<file path="config.mk">
export PLATFORM = sky130hd
export DESIGN_NAME = pme_event_unit
export DESIGN_NICKNAME = d
export VERILOG_FILES = /design/src/rtl/pme_pkg.sv /design/src/rtl/pme_event_unit.sv /design/src/rtl/pme_ctr_unit.sv
export SDC_FILE = /design/constraint.sdc
export NUM_CORES = 1
export LEC_CHECK = 0
export ABC_AREA = 1
export BUFFER_PORTS_ARGS = -buffer_cell sky130_fd_sc_hd__buf_2
export CAP_MARGIN = 15
export CELL_PAD_IN_SITES_DETAIL_PLACEMENT = 0
export CELL_PAD_IN_SITES_GLOBAL_PLACEMENT = 1
export CORE_MARGIN = 5
export CORE_UTILIZATION = 36
export DETAILED_ROUTE_END_ITERATION = 12
export GPL_TIMING_DRIVEN = 0
export HOLD_SLACK_MARGIN = 0.02
export PLACE_DENSITY = 0.69
export SYNTH_ARGS = -nofsm -noshare
export SYNTH_HDL_FRONTEND = slang
export SYNTH_SLANG_ARGS = --single-unit
</file>
<file path="constraint.sdc">
create_clock -name clk_i -period 4.7 [get_ports clk_i]
set_clock_uncertainty 0.15 [all_clocks]
set_input_delay 0.47 -clock clk_i [delete_from_list [all_inputs] [get_ports clk_i]]
set_output_delay 0.47 -clock clk_i [all_outputs]
set_load 0.05 [all_outputs]
</file>
<file path="src/rtl/pme_pkg.sv">
// Constants and types for the dual counter PWM and event unit
package pme_pkg;

    // Word offsets on the Wishbone slave (byte addresses)
    localparam logic [7:0] PME_OFS_CLOCK     = 8'h00;
    localparam logic [7:0] PME_OFS_CONTROL   = 8'h04;
    localparam logic [7:0] PME_OFS_PERIOD    = 8'h08;
    localparam logic [7:0] PME_OFS_DUTY      = 8'h0C;
    localparam logic [7:0] PME_OFS_ACLR      = 8'h10;
    localparam logic [7:0] PME_OFS_AIRQ      = 8'h14;
    localparam logic [7:0] PME_OFS_PWM_CNT   = 8'h18;
    localparam logic [7:0] PME_OFS_ACC_CNT   = 8'h1C;
    localparam logic [7:0] PME_OFS_STATUS    = 8'h20;
    localparam logic [7:0] PME_OFS_IRQ_EN    = 8'h24;

    // Clock register fields
    localparam int PME_CLK_PRE_LSB  = 0;
    localparam int PME_CLK_MODE_LSB = 4;
    // Control register fields
    localparam int PME_CTL_SEL1_LSB = 0;
    localparam int PME_CTL_SEL2_LSB = 3;
    localparam int PME_CTL_POL_BIT  = 6;
    localparam int PME_CTL_OEN_BIT  = 7;
    // Status and enable bits
    localparam int PME_ST_PERIOD_BIT = 0;
    localparam int PME_ST_ACCUM_BIT  = 1;

    // Reset values
    localparam logic [7:0] PME_RST_BYTE = 8'h00;
    localparam logic [1:0] PME_RST_MODE = 2'h0;
    localparam logic [2:0] PME_RST_SEL  = 3'h0;

    // Prescaler width: divide by up to 128
    localparam int PME_PRE_W = 7;

    // Input selector codes
    localparam logic [2:0] PME_SEL_STOP     = 3'h0;
    localparam logic [2:0] PME_SEL_SCALED   = 3'h1;
    localparam logic [2:0] PME_SEL_GATE_LO  = 3'h2;
    localparam logic [2:0] PME_SEL_GATE_HI  = 3'h3;
    localparam logic [2:0] PME_SEL_FALL     = 3'h4;
    localparam logic [2:0] PME_SEL_RISE     = 3'h5;
    localparam logic [2:0] PME_SEL1_BOTH    = 3'h6;
    localparam logic [2:0] PME_SEL1_UNSCALE = 3'h7;
    localparam logic [2:0] PME_SEL2_UNSCALE = 3'h6;

    // Counter modes
    typedef enum logic [1:0] {
        PME_MODE_0 = 2'h0,
        PME_MODE_1 = 2'h1,
        PME_MODE_2 = 2'h2,
        PME_MODE_3 = 2'h3
    } pme_mode_t;

endpackage

</file>
<file path="src/rtl/pme_event_unit.sv">
// Dual counter PWM and pulse accumulator with Wishbone registers
//
// Contract
// - First counter counts selector one, clears at period
// - Period match: event, clear, output to idle level
// - Polarity zero: duty match drives output high
// - Duty percent is 100 times one minus duty/period
// - Mode 1: second counter counts selector two
// - Second event at irq compare, gated by enable
// - First pin edges: rising, falling or both
// - Scaled clock gated by pin active level
// - Second pin: rising or falling edge only
// - Selector two may take unscaled clock always
// - Output enable drives pin with chosen polarity
// - Mode 2: period matches clock second counter
// - Mode 2 increment same cycle as clear
// - Mode 2 first counter keeps its clock choices
// - Duty match flips output per polarity
// - Mode 2 leaves second input unused
// - Output disabled: duty compare is ignored
// - Clear compare takes any 8-bit value
// - Mode 3: clear matches clock first counter
// - Mode 3 second unit divides by clear value
// - Mode bits 0,1 give independent mode 1
// - Three bits pick divide by 1 to 128
// - Polarity one: period sets, duty clears output
//
// Design decisions made here: the address map and register access over Wishbone.
`timescale 1ns/1ps
module pme_event_unit (
    // Clock and reset
    input  wire logic        clk_i,
    input  wire logic        rst_i,
    // Wishbone slave
    input  wire logic        wb_cyc_i,
    input  wire logic        wb_stb_i,
    input  wire logic        wb_we_i,
    input  wire logic [7:0]  wb_adr_i,
    input  wire logic [3:0]  wb_sel_i,
    input  wire logic [31:0] wb_dat_i,
    output logic      [31:0] wb_dat_o,
    output logic             wb_ack_o,
    // Event input pins
    input  wire logic        first_event_input_i,
    input  wire logic        second_event_input_i,
    // PWM output pin
    output logic             pwm_out_o,
    output logic             pwm_oe_o,
    // Interrupt requests
    output logic             period_event_irq_o,
    output logic             accum_event_irq_o
);
    import pme_pkg::*;

    typedef struct packed {
        logic                 ack;
        logic [31:0]          dat;
        pme_mode_t            mode;
        logic [2:0]           pre;
        logic                 oen;
        logic                 pol;
        logic [2:0]           sel1;
        logic [2:0]           sel2;
        logic [7:0]           period;
        logic [7:0]           duty;
        logic [7:0]           aclr;
        logic [7:0]           airq;
        logic [1:0]           pend;
        logic [1:0]           ien;
        logic                 pwm;
        logic                 irq1;
        logic                 irq2;
        logic [PME_PRE_W-1:0] pre_cnt;
        logic                 in1_q;
        logic                 in2_q;
    } pme_state_t;

    pme_state_t state_reg;
    pme_state_t state_next;

    logic                 scaled_tick;
    logic [PME_PRE_W-1:0] pre_mask;
    logic                 sel1_tick;
    logic                 sel2_tick;
    logic                 tick1;
    logic                 tick2;
    logic [7:0]           cnt1;
    logic [7:0]           cnt2;
    logic                 per_hit;
    logic                 duty_hit;
    logic                 aclr_hit;
    logic                 airq_hit;
    logic                 per_evt;
    logic                 duty_evt;
    logic                 acc_evt;
    logic                 acc_clr_evt;
    logic                 wb_go;
    logic                 wb_wr;

    // Counter selector: decode one input unit
    function automatic logic pme_select(
        input logic [2:0] code,
        input logic       first,
        input logic       scaled,
        input logic       pin,
        input logic       pin_q
    );
        logic res;
        res = 1'b0;
        unique case (code)
            PME_SEL_STOP:    res = 1'b0;
            PME_SEL_SCALED:  res = scaled;
            PME_SEL_GATE_LO: res = scaled & pin;
            PME_SEL_GATE_HI: res = scaled & ~pin;
            PME_SEL_FALL:    res = pin_q & ~pin;
            PME_SEL_RISE:    res = ~pin_q & pin;
            // second unit has no both-edge code
            PME_SEL1_BOTH:   res = first ? (pin_q ^ pin) : 1'b1;
            PME_SEL1_UNSCALE: res = first;
            default:         res = 1'b0;
        endcase
        return res;
    endfunction

    // prescale divide by power of two
    assign pre_mask    = PME_PRE_W'((8'h01 << state_reg.pre) - 8'h01);
    assign scaled_tick = ((state_reg.pre_cnt & pre_mask) == pre_mask);

    assign sel1_tick = pme_select(state_reg.sel1, 1'b1, scaled_tick,
                                  first_event_input_i, state_reg.in1_q);
    assign sel2_tick = pme_select(state_reg.sel2, 1'b0, scaled_tick,
                                  second_event_input_i, state_reg.in2_q);

    always_comb
    begin
        tick1 = sel1_tick;
        tick2 = sel2_tick;
        unique case (state_reg.mode)
            PME_MODE_0, PME_MODE_1:
            begin
                tick1 = sel1_tick;
                tick2 = sel2_tick;
            end
            PME_MODE_2:
            begin
                tick1 = sel1_tick;
                tick2 = sel1_tick & per_hit;
            end
            PME_MODE_3:
            begin
                tick1 = sel2_tick & aclr_hit;
                tick2 = sel2_tick;
            end
        endcase
    end

    pme_ctr_unit u_pwm_counter (
        .clk_i     (clk_i),
        .rst_i     (rst_i),
        .tick_i    (tick1),
        .clr_cmp_i (state_reg.period),
        .evt_cmp_i (state_reg.duty),
        .count_o   (cnt1),
        .clr_hit_o (per_hit),
        .evt_hit_o (duty_hit)
    );

    // clear value is any 8-bit byte
    pme_ctr_unit u_accum_counter (
        .clk_i     (clk_i),
        .rst_i     (rst_i),
        .tick_i    (tick2),
        .clr_cmp_i (state_reg.aclr),
        .evt_cmp_i (state_reg.airq),
        .count_o   (cnt2),
        .clr_hit_o (aclr_hit),
        .evt_hit_o (airq_hit)
    );

    // in mode 2, period event and second count share cycle
    assign per_evt     = tick1 & per_hit;
    assign duty_evt    = tick1 & duty_hit & state_reg.oen;
    assign acc_evt     = tick2 & airq_hit;
    assign acc_clr_evt = tick2 & aclr_hit;

    assign wb_go = wb_cyc_i & wb_stb_i & ~state_reg.ack;
    assign wb_wr = wb_go & wb_we_i & wb_sel_i[0];

    always_comb
    begin
        state_next         = state_reg;
        state_next.pre_cnt = state_reg.pre_cnt + PME_PRE_W'(1);
        state_next.in1_q   = first_event_input_i;
        state_next.in2_q   = second_event_input_i;
        state_next.ack     = wb_go;
        state_next.dat     = 32'h0000_0000;

        // Output unit: period last, so equal compares keep idle level
        if (state_reg.oen)
        begin
            // polarity zero goes high on duty
            // polarity one goes low on duty
            if (duty_evt)
                state_next.pwm = ~state_reg.pol;
            // period match returns to idle level
            // idle level for duty ticks of each period
            if (per_evt)
                state_next.pwm = state_reg.pol;
        end
        else
            state_next.pwm = state_reg.pol;

        if (wb_go && !wb_we_i)
        begin
            unique case (wb_adr_i)
                PME_OFS_CLOCK:   state_next.dat[7:0] = {2'h0, state_reg.mode, 1'b0,
                                                        state_reg.pre};
                PME_OFS_CONTROL: state_next.dat[7:0] = {state_reg.oen, state_reg.pol,
                                                        state_reg.sel2, state_reg.sel1};
                PME_OFS_PERIOD:  state_next.dat[7:0] = state_reg.period;
                PME_OFS_DUTY:    state_next.dat[7:0] = state_reg.duty;
                PME_OFS_ACLR:    state_next.dat[7:0] = state_reg.aclr;
                PME_OFS_AIRQ:    state_next.dat[7:0] = state_reg.airq;
                PME_OFS_PWM_CNT: state_next.dat[7:0] = cnt1;
                PME_OFS_ACC_CNT: state_next.dat[7:0] = cnt2;
                PME_OFS_STATUS:  state_next.dat[1:0] = state_reg.pend;
                PME_OFS_IRQ_EN:  state_next.dat[1:0] = state_reg.ien;
                default:         state_next.dat      = 32'h0000_0000;
            endcase
        end

        if (wb_wr)
        begin
            unique case (wb_adr_i)
                PME_OFS_CLOCK:
                begin
                    state_next.mode = pme_mode_t'(wb_dat_i[PME_CLK_MODE_LSB +: 2]);
                    state_next.pre  = wb_dat_i[PME_CLK_PRE_LSB +: 3];
                end
                PME_OFS_CONTROL:
                begin
                    state_next.oen  = wb_dat_i[PME_CTL_OEN_BIT];
                    state_next.pol  = wb_dat_i[PME_CTL_POL_BIT];
                    state_next.sel2 = wb_dat_i[PME_CTL_SEL2_LSB +: 3];
                    state_next.sel1 = wb_dat_i[PME_CTL_SEL1_LSB +: 3];
                end
                PME_OFS_PERIOD: state_next.period = wb_dat_i[7:0];
                PME_OFS_DUTY:   state_next.duty   = wb_dat_i[7:0];
                PME_OFS_ACLR:   state_next.aclr   = wb_dat_i[7:0];
                PME_OFS_AIRQ:   state_next.airq   = wb_dat_i[7:0];
                PME_OFS_STATUS: state_next.pend   = state_reg.pend & ~wb_dat_i[1:0];
                PME_OFS_IRQ_EN: state_next.ien    = wb_dat_i[1:0];
                default:        state_next.ien    = state_reg.ien;
            endcase
        end

        // events set pending, set beats clear
        if (per_evt)
            state_next.pend[PME_ST_PERIOD_BIT] = 1'b1;
        if (acc_evt)
            state_next.pend[PME_ST_ACCUM_BIT] = 1'b1;
        state_next.irq1 = state_next.pend[PME_ST_PERIOD_BIT] & state_next.ien[PME_ST_PERIOD_BIT];
        state_next.irq2 = state_next.pend[PME_ST_ACCUM_BIT] & state_next.ien[PME_ST_ACCUM_BIT];
    end

    always_ff @(posedge clk_i)
    begin
        if (rst_i)
        begin
            state_reg         <= '0;
            state_reg.mode    <= pme_mode_t'(PME_RST_MODE);
            state_reg.sel1    <= PME_RST_SEL;
            state_reg.sel2    <= PME_RST_SEL;
            state_reg.period  <= PME_RST_BYTE;
            state_reg.duty    <= PME_RST_BYTE;
            state_reg.aclr    <= PME_RST_BYTE;
            state_reg.airq    <= PME_RST_BYTE;
        end
        else
            state_reg <= state_next;
    end

    assign wb_ack_o           = state_reg.ack;
    assign wb_dat_o           = state_reg.dat;
    assign pwm_out_o          = state_reg.pwm;
    assign pwm_oe_o           = state_reg.oen;
    assign period_event_irq_o = state_reg.irq1;
    assign accum_event_irq_o  = state_reg.irq2;

endmodule

</file>
<file path="src/rtl/pme_ctr_unit.sv">
// One 8-bit counter with a clear compare and an event compare
`timescale 1ns/1ps
module pme_ctr_unit (
    // Clock and reset
    input  wire logic       clk_i,
    input  wire logic       rst_i,
    // Count control
    input  wire logic       tick_i,
    input  wire logic [7:0] clr_cmp_i,
    input  wire logic [7:0] evt_cmp_i,
    // Count state
    output logic      [7:0] count_o,
    output logic            clr_hit_o,
    output logic            evt_hit_o
);
    import pme_pkg::*;

    typedef struct packed {
        logic [7:0] count;
    } pme_ctr_state_t;

    pme_ctr_state_t state_reg;
    pme_ctr_state_t state_next;
    logic     [7:0] count_inc;

    assign count_inc = state_reg.count + 8'h01;
    assign count_o   = state_reg.count;
    // Hit when the coming step would reach the compare value
    assign clr_hit_o = (count_inc == clr_cmp_i);
    assign evt_hit_o = (count_inc == evt_cmp_i);

    always_comb
    begin
        state_next = state_reg;
        if (tick_i)
        begin
            if (clr_hit_o)
                state_next.count = PME_RST_BYTE;
            else
                state_next.count = count_inc;
        end
    end

    always_ff @(posedge clk_i)
    begin
        if (rst_i)
            state_reg <= '{count: PME_RST_BYTE};
        else
            state_reg <= state_next;
    end

endmodule

</file>
* Word level (Yosys, flattened, before mapping)
Index checks and enable logic that the tools add are counted.
** Storage, ports and cells
- Output and inout port bits :: 37
- Word-level logic and storage cells :: 123
- Bits in read-only memories :: 0
- Memory bits (writable) :: 0
- Memories :: 0
- Flip-flop bits (word level) :: 110
- Input port bits :: 51
- Bits in latches :: 0
** Cells by class
- Order comparisons :: 0
- Muxes and demuxes :: 16
- Div/mod/pow operators :: 0
- Eq/ne operators :: 32
- Bitwise gates (word level) :: 31
- $add $sub $neg :: 4
- Reduce and logical (&&, ||, !) cells :: 16
- Shifts and indexed selects :: 1
- Multiply operators :: 0
** Operators by type and width (number)
- one-hot mux 6 bit (8 select lines) :: 1
- equality test 8 x 5 -> 1 bit, second input constant :: 4
- equality test 8 bit :: 4
- equality test 3 bit, second input constant :: 8
- AND 1 bit :: 20
- one-hot mux 2 bit (10 select lines) :: 1
- adder 8 x 1 -> 8 bit, second input constant :: 2
- equality test 8 x 4 -> 1 bit, second input constant :: 2
- equality test 8 x 6 -> 1 bit, second input constant :: 2
- 2-to-1 mux 8 bit :: 2
- equality test 3 x 2 -> 1 bit, second input constant :: 4
- AND reduction 2 bit :: 6
- equality test 8 x 3 -> 1 bit, second input constant :: 1
- zero test 8 bit :: 1
- one-hot mux 1 bit (8 select lines) :: 1
- adder 7 x 1 -> 7 bit, second input constant :: 1
- AND 7 bit :: 1
- equality test 7 bit :: 1
- NOT 1 bit :: 7
- one-hot mux 1 bit (7 select lines) :: 1
- left shift 1 x 3 -> 7 bit, first input constant :: 1
- subtractor 7 x 1 -> 7 bit, second input constant :: 1
- equality test 3 x 1 -> 1 bit, second input constant :: 2
- zero test 3 bit :: 2
- other kinds (15) :: 24

* Longest topological paths before layout
- Word-level depth :: 13
- Depth in mapped cells :: 19
- Depth with buffers taken out :: 19

* Cells and area by module
A second synthesis with hierarchy kept.
** Second synthesis, totals
- Cells, all modules :: 766
- Area total of the unflattened synthesis :: 5202.5 um2
** By module, submodules not included
- pme_event_unit :: times used 1, area each 3666.0 um2, cells each 514
- pme_ctr_unit :: times used 2, area each 768.2 um2, cells each 126

* Worst setup path after synthesis
No wires, ideal clock.
- Kind :: register -> register
- From :: reg state_reg[56] (netlist bit)
- To :: reg u_pwm_counter.state_reg, in the netlist u_pwm_counter.count_o[3]
- Clock period less this slack :: 2.360 ns
- Setup time :: 0.130 ns
- Path buffers :: 1
- Arrival time :: 2.081 ns
- Stages on the path, launching flop included :: 15
- Setup slack :: 2.340 ns
- Cells stage by stage :: dfxtp_1 > nor2_1 > nand2_1 > ha_1 > or2_2 > nand3_1 > nor2_1 > nand2_1 > nand2_1 > nand2_1 > nand4_2 > and2_4 > buf_12 > o21ai_2 > nor2_2
** On the way
- Longest elaborated chain between the ends :: 8
- Elaborated cells between the ends (all ways) :: 12
- Those cells by class :: add/sub: 1; eq/ne: 1; shift: 1; mux: 3; bitwise: 6
** RTL lines
- start, declared :: line pme_event_unit.sv:78 : pme_state_t state_reg;
- start signal, assigned :: line pme_event_unit.sv:280 : state_reg <= state_next;
- left shift 1 x 3 -> 7 bit (*) :: line pme_event_unit.sv:126 : assign pre_mask = PME_PRE_W'((8'h01 << state_reg.pre) - 8'h01);
- subtractor 7 x 1 -> 7 bit (*) :: line pme_event_unit.sv:126
- AND 7 bit :: line pme_event_unit.sv:127 : assign scaled_tick = ((state_reg.pre_cnt & pre_mask) == pre_mask);
- equality test 7 bit (*) :: line pme_event_unit.sv:127
- AND 1 bit, on equally long branches :: line pme_event_unit.sv:114, pme_event_unit.sv:113
- one-hot mux 1 bit (7 select lines) :: line pme_event_unit.sv:110 : unique case (code)
- AND 1 bit :: line pme_event_unit.sv:151 : tick1 = sel2_tick & aclr_hit;
- one-hot mux 1 bit (2 select lines) (*) :: line pme_event_unit.sv:138 : unique case (state_reg.mode)
- end signal, assigned :: line pme_ctr_unit.sv:47 : state_reg <= '{count: PME_RST_BYTE};
- end signal, assigned :: line pme_ctr_unit.sv:49 : state_reg <= state_next;
- end, declared :: line pme_ctr_unit.sv:22 : pme_ctr_state_t state_reg;
Mark *: on every way between the ends. The rest lies on a longest branch, timed or not.
A chain may end at the register's enable or synchronous reset.

* Worst setup path in the final report
- From :: reg state_reg[56] (netlist bit)
- To :: reg state_reg, in the netlist pwm_out_o
** On the way
- Longest elaborated chain between the ends :: 11
- Elaborated cells between the ends (all ways) :: 18
- Those cells by class :: add/sub: 1; eq/ne: 2; shift: 1; mux: 5; bitwise: 9
** RTL lines (line)
- left shift 1 x 3 -> 7 bit (*) :: pme_event_unit.sv:126
- subtractor 7 x 1 -> 7 bit (*) :: pme_event_unit.sv:126
- AND 7 bit :: pme_event_unit.sv:127
- equality test 7 bit (*) :: pme_event_unit.sv:127
- AND 1 bit, on equally long branches :: pme_event_unit.sv:114, pme_event_unit.sv:113
- one-hot mux 1 bit (7 select lines) :: pme_event_unit.sv:110
- AND 1 bit :: pme_event_unit.sv:151
- one-hot mux 1 bit (2 select lines) (*) :: pme_event_unit.sv:138
- AND 1 bit, on equally long branches :: pme_event_unit.sv:182, pme_event_unit.sv:181
- AND 1 bit / 2-to-1 mux 1 bit (equally long branches) :: pme_event_unit.sv:182, pme_event_unit.sv:207
- != test 3 x 1 -> 1 bit (no line) / 2-to-1 mux 1 bit (equally long branches)
Marks and branches as above.

==> impl_table.tex <==
\begin{tabular}{lr}
\hline
Metric & Value \\
\hline
\multicolumn{2}{l}{\textbf{Outcome}} \\
Outcome & finished, final reports clean \\
\multicolumn{2}{l}{\textbf{Logic synthesis}} \\
Summed instance area of the synthesized netlist & 4980 µm² \\
Number of different library cells in the post-synthesis netlist & 47 \\
FF+latch count, synth & 86 \\
Post-synth EDFFs & 0 \\
Mean cell area of the mapped netlist & 7.06 µm² \\
Top\_reg\_cell synth & dfxtp\_1 \\
Cells after Synth & 705 \\
Syn. warnings & 0 \\
Async SR Flop Fraction & 0\% \\
Sequential cell area fraction in the yosys report & 34.6\% \\
\multicolumn{2}{l}{\textbf{Worst setup path}} \\
Startpoint of the worst setup timing path & state\_reg[56]\$\_SDFFE\_PP0P\_ \\
Crit end category & flip-flop \\
Crit Reg-Reg Startpoint & state\_reg[56]\$\_SDFFE\_PP0P\_ \\
Crit Path Max Fanout & 7 \\
CP Data Required Time & 4.79 ns \\
Sort of element at the start of the critical path & flip-flop \\
Setup Crit Path Kind & reg -> reg \\
Arrival time worst endpoint & 2.83 ns \\
\multicolumn{2}{l}{\textbf{Placement}} \\
Number of input and output port buffers inserted & 35 \\
Total half-perimeter wirelength after legalization and detailed placement & 11.8 mm \\
Final GP Congestion & 0.844 \\
Placed Area & 5470 µm² \\
\multicolumn{2}{l}{\textbf{Drt}} \\
Initial DRT Pass Iterations & 5 \\
Total via count in the routed design & 4777 \\
\# DRC & 0 \\
Routed Antenna Nets & 0 \\
Routed WL per cell & 15.5 µm \\
DRC violation total after the first TritonRoute iteration & 319 \\
Vias per std cell & 4.98 \\
Total wire length after detailed routing & 14.9 mm \\
\multicolumn{2}{l}{\textbf{STA}} \\
Final critical-path share of the clock period & 58.4\% \\
Final Critical Period & 2.74 ns \\
Pins Over Slew Limit & 0 \\
RSZ-0062 raised after global routing & no \\
Hold Vio Cnt, Final & 0 \\
Slew HR & 42.3\% \\
Worst Tran Pin Value & 0.865 ns \\
Maximum clock frequency & 0.364 GHz \\
Setup TNS after final layout & 0 ns \\
Total setup violations reported at the end of the flow & 0 \\
\multicolumn{2}{l}{\textbf{Power}} \\
Worst IR Drop VDD & 0.000146 V \\
Static leakage power & 2.39 nW \\
Power density over the cells & 274 nW/µm² \\
Total Power Consumption & 1.58 mW \\
\multicolumn{2}{l}{\textbf{Clocking}} \\
Clk pin slew, worst setup/hold paths & 0.07 ns \\
Clock latency on the worst-skew pair & 0.35 ns \\
CTS buffer count & 9 \\
H-Tree Level Count & 3 \\
Number of clock sinks & 86 \\
Post-CTS Repair Setup Buffers & 0 \\
Bufs on Longest Clock Path & 2 \\
Clock tree from TritonCTS & built \\
Root Buffer Master & clkbuf\_16 \\
Post-cts hold buffer count & 0 \\
Gates resized, CTS repair & 0 \\
\multicolumn{2}{l}{\textbf{Floorplanning}} \\
Width of the chip & 128 µm \\
Height of the chip & 128 µm \\
Core Area & 13700 µm² \\
Area enclosed by the die boundary & 16300 µm² \\
Initial standard-cell utilization of the core & 36.3\% \\
Total number of placement rows & 43 \\
Count of boundary I/O pins & 88 \\
\multicolumn{2}{l}{\textbf{Cells and area}} \\
Total area of sequential cells & 1720 µm² \\
Max FFs per register & 57 \\
Final design instance area without fill & 5770 µm² \\
Layout overhead on the synthesized area & 15.8\% \\
Filler Cell Count & 1480 \\
Final layout net count & 829 \\
Area taken by multi-input logic gates & 2690 µm² \\
Share of post-route cells with drive strength above 1 & 18.5\% \\
Antenna Diode Count & 0 \\
\multicolumn{2}{l}{\textbf{Global route}} \\
GR peak layer & met2 \\
Vias in the first global route & 4595 \\
Wire length of the first global-routing pass & 23.7 mm \\
Met2 Usage GRT & 31.2\% \\
GR Layer Usage met1 & 24.7\% \\
Maximum number of pins on one net before global-route repair & 15 \\
Met3 demand-to-capacity share in global routing & 2.51\% \\
Aggregate global-route resource usage & 18.7\% \\
Antenna violations before repair & 0 \\
Total grt overflow & 0 \\
\multicolumn{2}{l}{\textbf{Job}} \\
Count of max-cap constraint violations & 0 \\
\multicolumn{2}{l}{\textbf{Hold path}} \\
Hold Crit Class & in -> reg \\
Critical hold path startpoint & second\_event\_input\_i \\
\hline
\end{tabular}
==> cells in the final DEF (no fill, tap or decap), types with 3 or more instances in the layout <==
| master | n |
|---|---|
| a21oi_1 | 54 |
| a221oi_1 | 15 |
| buf_2 | 37 |
| buf_4 | 32 |
| clkbuf_1 | 8 |
| clkbuf_16 | 9 |
| clkinv_2 | 3 |
| conb_1 | 24 |
| dfxtp_1 | 86 |
| ha_1 | 4 |
| inv_1 | 86 |
| inv_2 | 6 |
| nand2_1 | 99 |
| nand2_2 | 15 |
| nand2_4 | 3 |
| nand3_1 | 50 |
| nand4_1 | 8 |
| nor2_1 | 72 |
| nor2_2 | 14 |
| nor2_4 | 3 |
| nor3_1 | 9 |
| nor4_1 | 3 |
| o211ai_1 | 3 |
| o21ai_0 | 61 |
| o21ai_1 | 6 |
| o21ai_2 | 9 |
| o22ai_1 | 12 |
| xnor2_1 | 9 |
| xor2_1 | 14 |
==> synthesized netlist by cell type, types with 14 or more instances <==
library cell / instances / share of area, %
nor2_2: 14 / 1.8
dfxtp_1: 86 / 35
nand2_2: 15 / 1.9
nor2_1: 72 / 5.4
a221oi_1: 15 / 2.6
o21ai_0: 61 / 6.1
inv_1: 86 / 6.5
xor2_1: 14 / 2.5
buf_4: 32 / 4.8
nand3_1: 50 / 5.0
a21oi_1: 54 / 5.4
nand2_1: 99 / 7.5
==> cells by family after synthesis <==
kind of cell | after synthesis | share of synthesized area [%]
XOR/XNOR | 24 | 4.50
buffers and inverters | 137 | 13.1
AO/OA/AOI/OAI | 169 | 19.9
other | 1 | 0.0753
flip-flops | 86 | 34.6
adder cells (fa/ha/maj) | 4 | 1.01
AND/OR/NAND/NOR | 284 | 26.8
==> worst paths after layout <==
path	endpoint	slack, ns	cells after the start
max reg2reg	pwm_out_o$_SDFFE_PP0P_	1.96	19
min reg2reg	state_reg[2]$_SDFF_PP0_	0.33	1
max	pwm_out_o$_SDFFE_PP0P_	1.96	19
min	state_reg[0]$_SDFF_PP0_	0.22	3
==> routing by layer <==
layer | vias to the layer above | part of all wire [%]
met5 | - | 0
met4 | 0 | 1.8
met3 | 16 | 4.8
met2 | 112 | 49
met1 | 2208 | 45
li1 | 2441 | -
==> critical path: stages, from the launching register on <==
cell,delay (ns)
dfxtp_1,0.37
nor2_1,0.19
nand2_1,0.09
ha_1,0.26
inv_1,0.09
o21ai_0,0.08
nand2_1,0.07
nor2_1,0.04
nor2_1,0.23
nand3_1,0.12
nand2_1,0.07
nand2_1,0.04
nand2_1,0.11
nand2_2,0.08
nand2_4,0.11
nand3_1,0.22
nand2_1,0.16
nand2_1,0.06
nand2_1,0.05
nor2_1,0.05
==> power breakdown <==
| part | leakage (nW) | internal, mW | switching, mW | total [mW] |
|---|---|---|---|---|
| logic | 1.54 | 0.0297 | 0.0854 | 0.115 |
| registers | 0.694 | 0.732 | 0.00249 | 0.735 |
| clock network | 0.148 | 0.424 | 0.304 | 0.728 |
==> cell type report <==
cell class                      count  area share, %
Multi-Input combinational cell    505           46.7
Inverter                           93           6.05
Buffer                             44           5.27
Tap cell                          180           3.91
Sequential cell                    86           29.9
Timing Repair Buffer               35           3.04
Clock inverter                      6           1.06
Clock buffer                       10           4.14
==> per-stage QoR <==
stage | hold slack (ns) | util (%) | cells | setup slack (ns)
6_report | 0.225 | 42.0 | 959 | 1.96
5_1_grt | 0.238 | 42.0 | 959 | 1.55
2_1_floorplan | 0.280 | - | 728 | 2.34
3_3_place_gp | 0.296 | 39.8 | 943 | 1.75
4_1_cts | 0.214 | 42.0 | 959 | 1.95
3_5_place_dp | 0.313 | 39.8 | 943 | 1.71
Note: power is estimated with default switching activity, not from simulation.
